<file path="src/logic/scmc_params.svh">
// Register map, field positions, reset values and switch timing of the clock and mode control
`ifndef SCMC_PARAMS_SVH
`define SCMC_PARAMS_SVH

// Word offsets on the register bus
`define SCMC_OFS_SYS_CLK      8'h00
`define SCMC_OFS_FAST_RC      8'h04
`define SCMC_OFS_FAST_XTAL    8'h08
`define SCMC_OFS_SLOW_XTAL    8'h0C
`define SCMC_OFS_STATUS       8'h10

// Field positions inside the system clock register
`define SCMC_SCC_SEL_MSB      7
`define SCMC_SCC_SEL_LSB      5
`define SCMC_SCC_HI_SRC       3
`define SCMC_SCC_LO_SRC       2
`define SCMC_SCC_HI_KEEP      1
`define SCMC_SCC_LO_KEEP      0

// Field positions inside the oscillator registers
`define SCMC_OSC_MODE_MSB     3
`define SCMC_OSC_MODE_LSB     2
`define SCMC_OSC_FLAG         1
`define SCMC_OSC_EN           0

// Reset values
`define SCMC_RST_SYS_CLK      8'h00
`define SCMC_RST_FAST_RC      8'h01
`define SCMC_RST_FAST_XTAL    8'h00
`define SCMC_RST_SLOW_XTAL    8'h00

// Select code of the sub clock
`define SCMC_SEL_SUB          3'h7

// Whole current-clock periods that a source switch lets pass before it waits for the target
`define SCMC_SWITCH_PERIODS   3'h4

`endif

</file>
<file path="src/logic/scmc_pkg.sv">
// Types shared by the clock and mode control
package scmc_pkg;

  // Operating modes
  typedef enum logic [2:0] {
    MODE_FAST  = 3'b000,
    MODE_SLOW  = 3'b001,
    MODE_SLEEP = 3'b010,
    MODE_IDLE_SLOW_ON = 3'b011,
    MODE_IDLE_BOTH_ON = 3'b100,
    MODE_IDLE_FAST_ON = 3'b101
  } scmc_mode_type;

  // Core clock source configuration that the switch moves between
  typedef struct packed {
    logic [2:0] sys_clk_sel;
    logic       hi_src_sel;
    logic       lo_src_sel;
  } scmc_cfg_type;

  // System clock register layout
  typedef struct packed {
    logic [2:0] sys_clk_sel;
    logic       unused;
    logic       hi_src_sel;
    logic       lo_src_sel;
    logic       hi_keep_on_halt;
    logic       lo_keep_on_halt;
  } scmc_scc_type;

  // Oscillator register layout, low nibble
  typedef struct packed {
    logic [1:0] mode;
    logic       stable_flag;
    logic       enable;
  } scmc_osc_type;

  // Captured AHB address phase
  typedef struct packed {
    logic       valid;
    logic       write;
    logic [7:0] addr;
  } scmc_aphase_type;

endpackage : scmc_pkg

</file>
<file path="src/logic/scmc_clk_switch.sv">
// Glitch-free core clock source switch working on oscillator edge strobes
`timescale 1ns/1ps
`include "scmc_params.svh"

module scmc_clk_switch (
  input  wire logic                  hclk,
  input  wire logic                  hresetn,
  input  wire scmc_pkg::scmc_cfg_type req_cfg,
  input  wire logic                  cur_tick,
  input  wire logic                  tgt_tick,
  output scmc_pkg::scmc_cfg_type     active_cfg,
  output scmc_pkg::scmc_cfg_type     pending_cfg,
  output logic                       busy,
  output logic                       core_tick
);

  typedef enum logic [1:0] {
    SW_STEADY = 2'b00,
    SW_DRAIN  = 2'b01,
    SW_TARGET = 2'b10
  } scmc_sw_state_type;

  scmc_sw_state_type      state_q;
  scmc_pkg::scmc_cfg_type active_q;
  scmc_pkg::scmc_cfg_type pending_q;
  logic [2:0]             drain_q;

  // Drain whole current periods, then hand over on the first target edge
  always_ff @(posedge hclk or negedge hresetn) begin
    if (!hresetn) begin
      state_q   <= SW_STEADY;
      active_q  <= '0;
      pending_q <= '0;
      drain_q   <= 3'h0;
    end else begin
      case (state_q)
        SW_STEADY: begin
          if (req_cfg != active_q) begin
            pending_q <= req_cfg;
            drain_q   <= 3'h0;
            state_q   <= SW_DRAIN;
          end
        end
        SW_DRAIN: begin
          if (cur_tick) begin
            drain_q <= drain_q + 3'h1;
            if (drain_q == `SCMC_SWITCH_PERIODS - 3'h1) begin
              state_q <= SW_TARGET;
            end
          end
        end
        SW_TARGET: begin
          if (tgt_tick) begin
            active_q <= pending_q;
            state_q  <= SW_STEADY;
          end
        end
        default: state_q <= SW_STEADY;
      endcase
    end
  end

  // Silence between the last old edge and the first new edge: no runt periods
  assign core_tick   = (state_q == SW_TARGET) ? tgt_tick : cur_tick;
  assign busy        = (state_q != SW_STEADY);
  assign active_cfg  = active_q;
  assign pending_cfg = pending_q;

endmodule : scmc_clk_switch

</file>
<file path="src/logic/scmc_top.sv">
// System clock selection and operating mode control with an AHB-Lite register slave
// Contract
// sel 000-110 fast clock, 111 sub clock
// hi_src_sel picks fast crystal or fast RC
// lo_src_sel picks slow crystal or slow RC
// fast run divides fast clock 1 to 64
// fast oscillator after switch follows its enable
// six modes, CPU clock stops in four
// halt with keeps 00 enters sleep, all off
// sleep keeps slow RC only with watchdog
// halt keeps 01 enters idle_slow_on
// halt keeps 11 enters idle_both_on, all run
// halt keeps 10 enters idle_fast_on
// slow run from sub clock, fast by enable
// fast run keeps every clock running
// four 8-bit registers with given fields
// sel decodes to divide by 1,2,4..64, sub
// source select 0 internal RC, 1 crystal
// switch waits four current periods plus sync
// switching produces no glitch or runt pulse
`timescale 1ns/1ps
`include "scmc_params.svh"

module scmc_top #(
  parameter int DIV_W = 6
) (
  input  wire logic        hclk,
  input  wire logic        hresetn,
  input  wire logic        hsel,
  input  wire logic [7:0]  haddr,
  input  wire logic [1:0]  htrans,
  input  wire logic        hwrite,
  input  wire logic [2:0]  hsize,
  input  wire logic [31:0] hwdata,
  input  wire logic        hready,
  output logic             hreadyout,
  output logic             hresp,
  output logic [31:0]      hrdata,
  input  wire logic        fast_rc_tick,
  input  wire logic        fast_xtal_tick,
  input  wire logic        slow_rc_tick,
  input  wire logic        slow_xtal_tick,
  input  wire logic        fast_rc_ready,
  input  wire logic        fast_xtal_ready,
  input  wire logic        slow_xtal_ready,
  input  wire logic        watchdog_en,
  input  wire logic        halt_req,
  input  wire logic        wake_req,
  output logic             core_clk_tick,
  output logic             cpu_clk_tick,
  output logic             fast_clk_tick,
  output logic             sub_clk_tick,
  output logic             slow_rc_clk_tick,
  output logic             fast_rc_osc_on,
  output logic             fast_xtal_osc_on,
  output logic             slow_xtal_osc_on,
  output logic             slow_rc_osc_on,
  output logic [2:0]       op_mode,
  output logic             switch_busy
);

  scmc_pkg::scmc_scc_type    scc_q;
  scmc_pkg::scmc_osc_type    fast_rc_q;
  scmc_pkg::scmc_osc_type    fast_xtal_q;
  scmc_pkg::scmc_osc_type    slow_xtal_q;
  scmc_pkg::scmc_mode_type   mode_q;
  scmc_pkg::scmc_aphase_type aph_q;
  scmc_pkg::scmc_cfg_type    req_cfg;
  scmc_pkg::scmc_cfg_type    act_cfg;
  scmc_pkg::scmc_cfg_type    pend_cfg;
  logic [DIV_W-1:0]          rc_cnt_q;
  logic [DIV_W-1:0]          xt_cnt_q;
  logic [31:0]               hrdata_q;
  logic [7:0]                rd_val;
  logic                      in_run;
  logic                      fast_run;
  logic                      sub_run;
  logic                      core_run;
  logic                      internal_slow_rc_run;
  logic                      fast_src_tick;
  logic                      sub_src_tick;
  logic                      cur_raw;
  logic                      tgt_raw;
  logic                      sw_core_tick;
  logic                      wr_fast_rc;
  logic                      wr_fast_xtal;
  logic                      wr_slow_xtal;
  logic                      sub_locked;
  logic                      fast_osc_on_q;
  logic                      fxt_osc_on_q;
  logic                      sxt_osc_on_q;
  logic                      internal_slow_rc_on_q;

  // Edge strobe of one source configuration, divided by 2^sel on the fast side
  function automatic logic sel_tick(
    input scmc_pkg::scmc_cfg_type cfg,
    input logic                   rc_t,
    input logic                   xt_t,
    input logic [DIV_W-1:0]       rc_c,
    input logic [DIV_W-1:0]       xt_c,
    input logic                   lrc_t,
    input logic                   lxt_t
  );
    logic [DIV_W-1:0] mask;
    logic [DIV_W-1:0] cnt;
    mask = ~({DIV_W{1'b1}} << cfg.sys_clk_sel);
    cnt  = cfg.hi_src_sel ? xt_c : rc_c;
    if (cfg.sys_clk_sel == `SCMC_SEL_SUB) begin
      sel_tick = cfg.lo_src_sel ? lxt_t : lrc_t;
    end else begin
      sel_tick = (cfg.hi_src_sel ? xt_t : rc_t) && ((cnt & mask) == mask);
    end
  endfunction : sel_tick

  // Free-running dividers, one per fast source, so a source swap sees its own phase
  always_ff @(posedge hclk or negedge hresetn) begin
    if (!hresetn) begin
      rc_cnt_q <= '0;
      xt_cnt_q <= '0;
    end else begin
      if (fast_rc_tick) begin
        rc_cnt_q <= rc_cnt_q + 1'b1;
      end
      if (fast_xtal_tick) begin
        xt_cnt_q <= xt_cnt_q + 1'b1;
      end
    end
  end

  // Requested configuration from the system clock register
  assign req_cfg.sys_clk_sel = scc_q.sys_clk_sel;
  assign req_cfg.hi_src_sel  = scc_q.hi_src_sel;
  assign req_cfg.lo_src_sel  = scc_q.lo_src_sel;

  // Clock strobes of the live and the pending configuration
  assign cur_raw = core_run && sel_tick(act_cfg, fast_rc_tick, fast_xtal_tick, rc_cnt_q, xt_cnt_q,
                                        slow_rc_tick, slow_xtal_tick);
  assign tgt_raw = sel_tick(pend_cfg, fast_rc_tick, fast_xtal_tick, rc_cnt_q, xt_cnt_q,
                            slow_rc_tick, slow_xtal_tick);

  scmc_clk_switch u_switch (
    .hclk        (hclk),
    .hresetn     (hresetn),
    .req_cfg     (req_cfg),
    .cur_tick    (cur_raw),
    .tgt_tick    (tgt_raw),
    .active_cfg  (act_cfg),
    .pending_cfg (pend_cfg),
    .busy        (switch_busy),
    .core_tick   (sw_core_tick)
  );

  // Which clocks run in each mode
  always_comb begin
    in_run   = (mode_q == scmc_pkg::MODE_FAST) || (mode_q == scmc_pkg::MODE_SLOW);
    fast_run = 1'b0;
    sub_run  = 1'b1;
    core_run = 1'b1;
    internal_slow_rc_run = 1'b1;
    case (mode_q)
      scmc_pkg::MODE_FAST: fast_run = 1'b1;
      scmc_pkg::MODE_SLOW: fast_run = act_cfg.hi_src_sel ? fast_xtal_q.enable : fast_rc_q.enable;
      scmc_pkg::MODE_IDLE_SLOW_ON: begin
        core_run = (act_cfg.sys_clk_sel == `SCMC_SEL_SUB);
      end
      scmc_pkg::MODE_IDLE_BOTH_ON: fast_run = 1'b1;
      scmc_pkg::MODE_IDLE_FAST_ON: begin
        fast_run = 1'b1;
        sub_run  = (act_cfg.sys_clk_sel == `SCMC_SEL_SUB);
        core_run = (act_cfg.sys_clk_sel != `SCMC_SEL_SUB);
      end
      scmc_pkg::MODE_SLEEP: begin
        sub_run  = 1'b0;
        core_run = 1'b0;
        internal_slow_rc_run = watchdog_en;
      end
      default: fast_run = 1'b0;
    endcase
  end

  // Peripheral strobes follow the live source selection
  assign fast_src_tick    = act_cfg.hi_src_sel ? fast_xtal_tick : fast_rc_tick;
  assign sub_src_tick     = act_cfg.lo_src_sel ? slow_xtal_tick : slow_rc_tick;
  assign fast_clk_tick    = fast_run && fast_src_tick;
  assign sub_clk_tick     = sub_run && sub_src_tick;
  assign slow_rc_clk_tick = internal_slow_rc_run && slow_rc_tick;
  assign core_clk_tick    = core_run && sw_core_tick;
  assign cpu_clk_tick     = in_run && core_clk_tick;
  assign op_mode          = mode_q;

  // Oscillator power requests; the switch target is kept running too
  always_ff @(posedge hclk or negedge hresetn) begin
    if (!hresetn) begin
      fast_osc_on_q <= 1'b1;
      fxt_osc_on_q  <= 1'b0;
      sxt_osc_on_q  <= 1'b0;
      internal_slow_rc_on_q     <= 1'b1;
    end else begin
      fast_osc_on_q <= fast_run && (!act_cfg.hi_src_sel || !pend_cfg.hi_src_sel);
      fxt_osc_on_q  <= fast_run && (act_cfg.hi_src_sel || pend_cfg.hi_src_sel);
      sxt_osc_on_q  <= sub_run && (act_cfg.lo_src_sel || pend_cfg.lo_src_sel);
      internal_slow_rc_on_q     <= internal_slow_rc_run;
    end
  end

  assign fast_rc_osc_on   = fast_osc_on_q;
  assign fast_xtal_osc_on = fxt_osc_on_q;
  assign slow_xtal_osc_on = sxt_osc_on_q;
  assign slow_rc_osc_on   = internal_slow_rc_on_q;

  // Halt picks the CPU-off mode from the keep bits; wake returns to run
  always_ff @(posedge hclk or negedge hresetn) begin
    if (!hresetn) begin
      mode_q <= scmc_pkg::MODE_FAST;
    end else if (in_run && halt_req) begin
      case ({scc_q.hi_keep_on_halt, scc_q.lo_keep_on_halt})
        2'b00:   mode_q <= scmc_pkg::MODE_SLEEP;
        2'b01:   mode_q <= scmc_pkg::MODE_IDLE_SLOW_ON;
        2'b11:   mode_q <= scmc_pkg::MODE_IDLE_BOTH_ON;
        default: mode_q <= scmc_pkg::MODE_IDLE_FAST_ON;
      endcase
    end else if (in_run || wake_req) begin
      // Run flavour follows the live source, not the request still in flight
      mode_q <= (act_cfg.sys_clk_sel == `SCMC_SEL_SUB) ? scmc_pkg::MODE_SLOW : scmc_pkg::MODE_FAST;
    end
  end

  // AHB-Lite address phase capture; zero wait states, always OKAY
  always_ff @(posedge hclk or negedge hresetn) begin
    if (!hresetn) begin
      aph_q <= '0;
    end else if (hready) begin
      aph_q.valid <= hsel && htrans[1];
      aph_q.write <= hwrite;
      aph_q.addr  <= haddr;
    end
  end

  assign hreadyout = 1'b1;
  assign hresp     = 1'b0;

  // Writes land at the end of the data phase
  assign wr_fast_rc   = aph_q.valid && aph_q.write && (aph_q.addr == `SCMC_OFS_FAST_RC);
  assign wr_fast_xtal = aph_q.valid && aph_q.write && (aph_q.addr == `SCMC_OFS_FAST_XTAL);
  assign wr_slow_xtal = aph_q.valid && aph_q.write && (aph_q.addr == `SCMC_OFS_SLOW_XTAL);
  // Slow crystal drive mode is frozen once it feeds the core clock as the sub clock
  assign sub_locked   = (act_cfg.sys_clk_sel == `SCMC_SEL_SUB) && act_cfg.lo_src_sel;

  // System clock register
  always_ff @(posedge hclk or negedge hresetn) begin
    if (!hresetn) begin
      scc_q <= `SCMC_RST_SYS_CLK;
    end else if (aph_q.valid && aph_q.write && (aph_q.addr == `SCMC_OFS_SYS_CLK)) begin
      scc_q        <= hwdata[7:0];
      scc_q.unused <= 1'b0;
    end
  end

  // Fast RC register; a frequency change or enable restarts the stable flag
  always_ff @(posedge hclk or negedge hresetn) begin
    if (!hresetn) begin
      fast_rc_q <= 4'(`SCMC_RST_FAST_RC);
    end else begin
      fast_rc_q.stable_flag <= fast_rc_q.enable && fast_rc_ready;
      if (wr_fast_rc) begin
        fast_rc_q.mode   <= hwdata[`SCMC_OSC_MODE_MSB:`SCMC_OSC_MODE_LSB];
        fast_rc_q.enable <= hwdata[`SCMC_OSC_EN];
        if ((hwdata[`SCMC_OSC_MODE_MSB:`SCMC_OSC_MODE_LSB] != fast_rc_q.mode) ||
            (hwdata[`SCMC_OSC_EN] && !fast_rc_q.enable)) begin
          fast_rc_q.stable_flag <= 1'b0;
        end
      end
    end
  end

  // Fast crystal register
  always_ff @(posedge hclk or negedge hresetn) begin
    if (!hresetn) begin
      fast_xtal_q <= 4'(`SCMC_RST_FAST_XTAL);
    end else begin
      fast_xtal_q.stable_flag <= fast_xtal_q.enable && fast_xtal_ready && !(wr_fast_xtal && !fast_xtal_q.enable);
      fast_xtal_q.mode[1]     <= 1'b0;
      if (wr_fast_xtal) begin
        fast_xtal_q.mode[0] <= hwdata[`SCMC_OSC_MODE_LSB];
        fast_xtal_q.enable  <= hwdata[`SCMC_OSC_EN];
      end
    end
  end

  // Slow crystal register
  always_ff @(posedge hclk or negedge hresetn) begin
    if (!hresetn) begin
      slow_xtal_q <= 4'(`SCMC_RST_SLOW_XTAL);
    end else begin
      slow_xtal_q.stable_flag <= slow_xtal_q.enable && slow_xtal_ready && !(wr_slow_xtal && !slow_xtal_q.enable);
      slow_xtal_q.mode[1]     <= 1'b0;
      if (wr_slow_xtal) begin
        slow_xtal_q.enable <= hwdata[`SCMC_OSC_EN];
        if (!sub_locked) begin
          slow_xtal_q.mode[0] <= hwdata[`SCMC_OSC_MODE_LSB];
        end
      end
    end
  end

  // Read mux; unmapped offsets read as zero
  always_comb begin
    case (haddr)
      `SCMC_OFS_SYS_CLK:   rd_val = scc_q;
      `SCMC_OFS_FAST_RC:   rd_val = {4'h0, fast_rc_q};
      `SCMC_OFS_FAST_XTAL: rd_val = {4'h0, fast_xtal_q};
      `SCMC_OFS_SLOW_XTAL: rd_val = {4'h0, slow_xtal_q};
      `SCMC_OFS_STATUS:    rd_val = {switch_busy, 1'b0, act_cfg, 1'b0} | {5'h00, mode_q};
      default:             rd_val = 8'h00;
    endcase
  end

  // Read data sampled at the address phase, stands through the data phase
  always_ff @(posedge hclk or negedge hresetn) begin
    if (!hresetn) begin
      hrdata_q <= 32'h00000000;
    end else if (hready && hsel && htrans[1] && !hwrite) begin
      hrdata_q <= {24'h000000, rd_val};
    end
  end

  assign hrdata = hrdata_q;

  // Checks
  sleep_all_off_a: assert property (@(posedge hclk) disable iff (!hresetn)
    (mode_q == scmc_pkg::MODE_SLEEP) |-> !(core_clk_tick || cpu_clk_tick || fast_clk_tick || sub_clk_tick))
    else $error("clock strobe seen in sleep");
  sleep_internal_slow_rc_a: assert property (@(posedge hclk) disable iff (!hresetn)
    (mode_q == scmc_pkg::MODE_SLEEP) |-> (slow_rc_clk_tick == (slow_rc_tick && watchdog_en)))
    else $error("slow RC strobe wrong in sleep");
  halt_idle_slow_on_a: assert property (@(posedge hclk) disable iff (!hresetn)
    (in_run && halt_req && !scc_q.hi_keep_on_halt && scc_q.lo_keep_on_halt) |=> (mode_q == scmc_pkg::MODE_IDLE_SLOW_ON))
    else $error("halt with keeps 01 missed idle_slow_on");
  idle_both_on_clocks_a: assert property (@(posedge hclk) disable iff (!hresetn)
    (mode_q == scmc_pkg::MODE_IDLE_BOTH_ON) |-> (fast_clk_tick == fast_src_tick) && (sub_clk_tick == sub_src_tick))
    else $error("idle_both_on stopped a clock");
  idle_fast_on_sub_a: assert property (@(posedge hclk) disable iff (!hresetn)
    (mode_q == scmc_pkg::MODE_IDLE_FAST_ON && act_cfg.sys_clk_sel != `SCMC_SEL_SUB) |-> !sub_clk_tick)
    else $error("sub clock running in idle_fast_on");
  cpu_stopped_a: assert property (@(posedge hclk) disable iff (!hresetn)
    !in_run |-> !cpu_clk_tick)
    else $error("CPU clock while halted");
  switch_hold_a: assert property (@(posedge hclk) disable iff (!hresetn)
    $rose(switch_busy) |-> switch_busy[*5])
    else $error("source switch finished too early");
  fast_run_a: assert property (@(posedge hclk) disable iff (!hresetn)
    (mode_q == scmc_pkg::MODE_FAST) |-> (fast_clk_tick == fast_src_tick) && (slow_rc_clk_tick == slow_rc_tick))
    else $error("clock stopped in fast run");
  slow_core_a: assert property (@(posedge hclk) disable iff (!hresetn)
    (mode_q == scmc_pkg::MODE_SLOW && !switch_busy && act_cfg.sys_clk_sel == `SCMC_SEL_SUB)
      |-> (core_clk_tick == sub_src_tick))
    else $error("slow run core clock not the sub clock");

  sleep_entry_c: cover property (@(posedge hclk) disable iff (!hresetn) in_run && halt_req ##1 mode_q == scmc_pkg::MODE_SLEEP);
  switch_done_c: cover property (@(posedge hclk) disable iff (!hresetn) $fell(switch_busy));
  idle_slow_on_core_c:  cover property (@(posedge hclk) disable iff (!hresetn) mode_q == scmc_pkg::MODE_IDLE_SLOW_ON && core_clk_tick);

endmodule : scmc_top

</file>
<file path="config.mk">
export PLATFORM = sky130hd
export DESIGN_NAME = scmc_top
export DESIGN_NICKNAME = d
export VERILOG_FILES = /design/src/logic/scmc_pkg.sv /design/src/logic/scmc_clk_switch.sv /design/src/logic/scmc_top.sv
export VERILOG_INCLUDE_DIRS = /design/src /design/src/logic
export SDC_FILE = /design/constraint.sdc
export NUM_CORES = 1
export LEC_CHECK = 0
export CAP_MARGIN = 20
export CORE_ASPECT_RATIO = 0.5
export CORE_MARGIN = 2
export CORE_UTILIZATION = 68
export DETAILED_ROUTE_END_ITERATION = 7
export DONT_BUFFER_PORTS = 1
export PLACE_DENSITY = 0.86
export SYNTH_ARGS = -nofsm -noshare
export SYNTH_HDL_FRONTEND = slang
export SYNTH_SLANG_ARGS = --single-unit
export TNS_END_PERCENT = 100
</file>
<file path="constraint.sdc">
create_clock -name hclk -period 3.8 [get_ports hclk]
set_input_delay 0.76 -clock hclk [delete_from_list [all_inputs] [get_ports hclk]]
set_output_delay 0.76 -clock hclk [all_outputs]
set_load 0.05 [all_outputs]
</file>
==> impl_metrics.yaml <==
outcome:
  run_status: "complete, no violations"
grt:
  grt_first_pass_wirelength_um: 12460
  first_global_vias: 2526
  grt_overflow_total: 0
  antenna_found_initial: 0
  largest_net_degree_at_the_start_of_global_routing: 70
  track_usage_pct: 26.70
timing:
  period_needed_ns: 3.349
  timing_hold_violations_final: 0
  report.final.setup_viol: 0
  setup_repair_after_global_routing_missed_its_margin: "false"
  worst_slew_margin_rel_pct: 39.39
  setup_total_neg_slack_ns: 0
  worst-slew-pin-transition_ns: 0.9058
  achievable-frequency_mhz: 298.6
  worst_clock_skew_ns: 0.01067
  timing.final.crit_share_pct: 88.13
  final_max_slew_viol_count: 0
pwr:
  switching_share_pct: 34.67
  reported_net_switching_power_uw: 764.0
  cellPowerDensity_nw_per_um2: 573.8
  p_clk_share_pct: 29.2
  p_int_uw: 1440
  peakVddDrop_uv: 390.4
  share_comb_of_total_power_pct: 22.8
  p_seq_share_pct: 48.0
  p_leak_uw: 0.001712
clocking:
  cts.sinks: 69
  cts-htree-levels: 3
  clk_pin_slew_ns: 0.07
  clock_latency_ns: 0.35
  post_cts_resized: 0
  post-cts-setup-buffers: 0
  clockRootBuffer: "sky130_fd_sc_hd__clkbuf_8"
  cts_hold_buffers: 0
  cts_buffer_depth: 2
  cts-buffers-inserted: 9
  tritoncts: "built"
synthesis:
  synth-compound-area-share_pct: 8.774
  post-synth-top-area-cell: "sky130_fd_sc_hd__dfrtp_1"
  synth_async_sr_flop_share_pct: 100.0
  synth.top_cell.area_share_pct: 44.72
  synth_simple_gate_area_share_pct: 11.48
  post_synth_xor_area_fraction_pct: 4.031
  synthMuxAreaShare_pct: 17.92
  synth.area.top_cells: "sky130_fd_sc_hd__dfrtp_1 (45%), sky130_fd_sc_hd__mux2_2 (9.5%), sky130_fd_sc_hd__buf_4 (5.5%)"
  synth_seq_cells: 69
  largest_family_of_logic_cells_by_synthesized_area: "multiplexers"
  postSynth.topFlopCell: "sky130_fd_sc_hd__dfrtp_1"
  synthesis.area_per_instance_um2: 11.03
  postSynthCellCount: 335
  post_synthesis_cell_area_um2: 3694
  synthesis_warnings: 0
  synth.distinct_cells: 45
  synth_fa_ha_area_share_pct: 2.710
  number_of_enable_flip_flop_cells_after_synthesis: 0
  synth.yosys.seq_area_share_pct: 46.85
drt:
  remaining_drc_errors: 0
  first_iter_violations: 146
  route.detailed.vias_per_inst: 6.076
  drt-pass1-iter-count: 5
  routed_wirelength_um: 7257
  post_dr_wirelength_cell_um: 17.83
  antenna_violating_nets_post_route: 0
  dr_total_vias: 2473
floorplanning:
  die_area_um2: 6073
  die_w_um: 108.2
  core.rowCount: 18
  ios: 107
  die_height_um: 56.12
  fp.coreArea_um2: 5067
  effective_utilization_at_floorplan_pct: 72.89
critical_path:
  cp.arrival_ns: 2.59
  critical_path.cell_chain: "mux2i_1, o21ai_0, a31oi_1, o32ai_1, nand3b_1, nand2_1"
  timing.critical_path.fanout_max: 16
  cp-end-kind: "output pin"
  max_stage_delay_ns: 0.72
  timing.critical_path.max_delay_family: "compound AO/OA/AOI/OAI gates"
  cp_num_buf_inv: 0
  timing.critical_path.from_type: "register"
  critical_path.slowest_cell: "sky130_fd_sc_hd__dfrtp_1"
  critical_path_class: "register to output pin"
  critical_path_required_ns: 3.04
placement:
  portBuffers: 0
  place.gp.congestion: 0.8694
  detailed_place.area_um2: 3627
  place.detailed.hpwl_um: 5211
worst_hold_path:
  worstHoldPathType: "input port to asynchronous set/reset pin"
layout:
  n_antenna_cell: 0
  layout.filler_cells: 322
  final_util_pct: 75.80
  drive_gt1_share_pct: 19.58
  nNetsFinal: 400
  final_cell_area_um2: 3841
  area.growth.synth_to_final_pct: 3.997
run:
  timing.max_cap.violations: 0
==> kinds of logic (layout without fill, tap and decap cells) <==
logic type | count (synthesis) | count (layout)
compound gates | 50 | 50
fa+ha+maj | 8 | 8
other cells | 2 | 26
flops | 69 | 69
mux | 56 | 56
simple gates | 82 | 82
xor+xnor | 17 | 17
buf+inv | 51 | 29
==> power groups by stage <==
stage	logic, µW	clock network [µW]	registers, µW
finish	503	643	1060
global route	551	680	1080
detailed placement	498	0	1070
floorplan	465	0	1010
CTS	502	649	1060
global placement	464	0	1060
==> final timing paths <==
check / startpoint / endpoint / slack [ns] / cells after the start
worst max-delay path: u_switch.active_cfg[1] / core_clk_tick / 0.45 / 6
worst min-delay path: hresetn / slow_xtal_q[0] / 0.1 / 0
worst max register to register: u_switch.active_cfg[1] / u_switch.drain_q[2] / 1.43 / 6
worst min register to register: u_switch.drain_q[0] / u_switch.drain_q[0] / 0.50 / 1
max in group asynchronous: hresetn / fast_rc_osc_on / 3.50 / 0
min in group hclk: fast_xtal_tick / xt_cnt_q[0] / 0.49 / 1
==> cell type report <==
class / instances / area, µm² / share of cell area (%)
clock inverter: 7 / 90.09 / 2.345
tap: 70 / 87.58 / 2.280
multi-input combinational: 239 / 1757 / 45.73
sequential: 69 / 1730 / 45.05
clock buffer: 9 / 123.9 / 3.225
inverter: 12 / 45.04 / 1.173
timing repair buffer: 1 / 7.507 / 0.1954
==> cell usage in the layout (no fill, tap or decap), types with 6 or more instances in the layout <==
cell type,count
sky130_fd_sc_hd__dfrtp_1,66
sky130_fd_sc_hd__mux2i_1,17
sky130_fd_sc_hd__nand3_1,13
sky130_fd_sc_hd__conb_1,26
sky130_fd_sc_hd__o21ai_0,17
sky130_fd_sc_hd__ha_1,8
sky130_fd_sc_hd__xor2_1,6
sky130_fd_sc_hd__xnor2_1,11
sky130_fd_sc_hd__a21oi_1,7
sky130_fd_sc_hd__nand2_1,24
sky130_fd_sc_hd__inv_1,12
sky130_fd_sc_hd__nor2_1,19
sky130_fd_sc_hd__mux2_2,31
sky130_fd_sc_hd__clkbuf_8,9
==> per-stage QoR <==
stage	hold slack, ns	cells	setup WS, ns	total power, µW
after floorplan	0.4550	359	0.1434	1478
after global placement	0.4659	391	0.9312	1521
after detailed placement	0.4653	391	0.8391	1568
after CTS	0.08808	407	0.4596	2208
after global routing	0.08128	407	0.1791	2311
final	0.09709	407	0.4512	2204
==> layer usage <==
layer	wire length, µm	global-route usage, %
met3	613	8.080
met2	3601	44.56
met5	0	0
met1	2946	33.65
met4	96	8.608
==> Yosys cell counts, types with 3 or more instances <==
cell                        n
sky130_fd_sc_hd__xor2_1     6
sky130_fd_sc_hd__nand3_1   13
sky130_fd_sc_hd__mux4_2     3
sky130_fd_sc_hd__nand4_1    4
sky130_fd_sc_hd__mux2_4     5
sky130_fd_sc_hd__o22ai_1    3
sky130_fd_sc_hd__inv_1     12
sky130_fd_sc_hd__mux2_2    31
sky130_fd_sc_hd__nand3b_1   5
sky130_fd_sc_hd__clkbuf_1   9
sky130_fd_sc_hd__ha_1       8
sky130_fd_sc_hd__and2_1     3
sky130_fd_sc_hd__nor3_1     5
sky130_fd_sc_hd__o21ai_0   17
sky130_fd_sc_hd__nor2_1    19
sky130_fd_sc_hd__a21oi_1    7
sky130_fd_sc_hd__o211ai_1   3
sky130_fd_sc_hd__mux2i_1   17
sky130_fd_sc_hd__xnor2_1   11
sky130_fd_sc_hd__a31oi_1    3
sky130_fd_sc_hd__dfstp_2    3
sky130_fd_sc_hd__o31ai_1    3
sky130_fd_sc_hd__buf_4     27
sky130_fd_sc_hd__buf_2      3
sky130_fd_sc_hd__a22o_1     3
sky130_fd_sc_hd__nand2_1   24
sky130_fd_sc_hd__dfrtp_1   66
==> state kept, by name, indices dropped and copies added (netlist names), 2 cells and up <==
| register | cells |
|---|---|
| aph_q | 10 |
| fast_rc_q | 4 |
| fast_xtal_q | 3 |
| hrdata | 8 |
| op_mode | 3 |
| rc_cnt_q | 6 |
| req_cfg | 5 |
| scc_q | 2 |
| slow_xtal_q | 3 |
| u_switch.active_cfg | 5 |
| u_switch.drain_q | 3 |
| u_switch.pending_cfg | 5 |
| u_switch.state_q | 2 |
| xt_cnt_q | 6 |
Power figures use the tool's default switching activity.
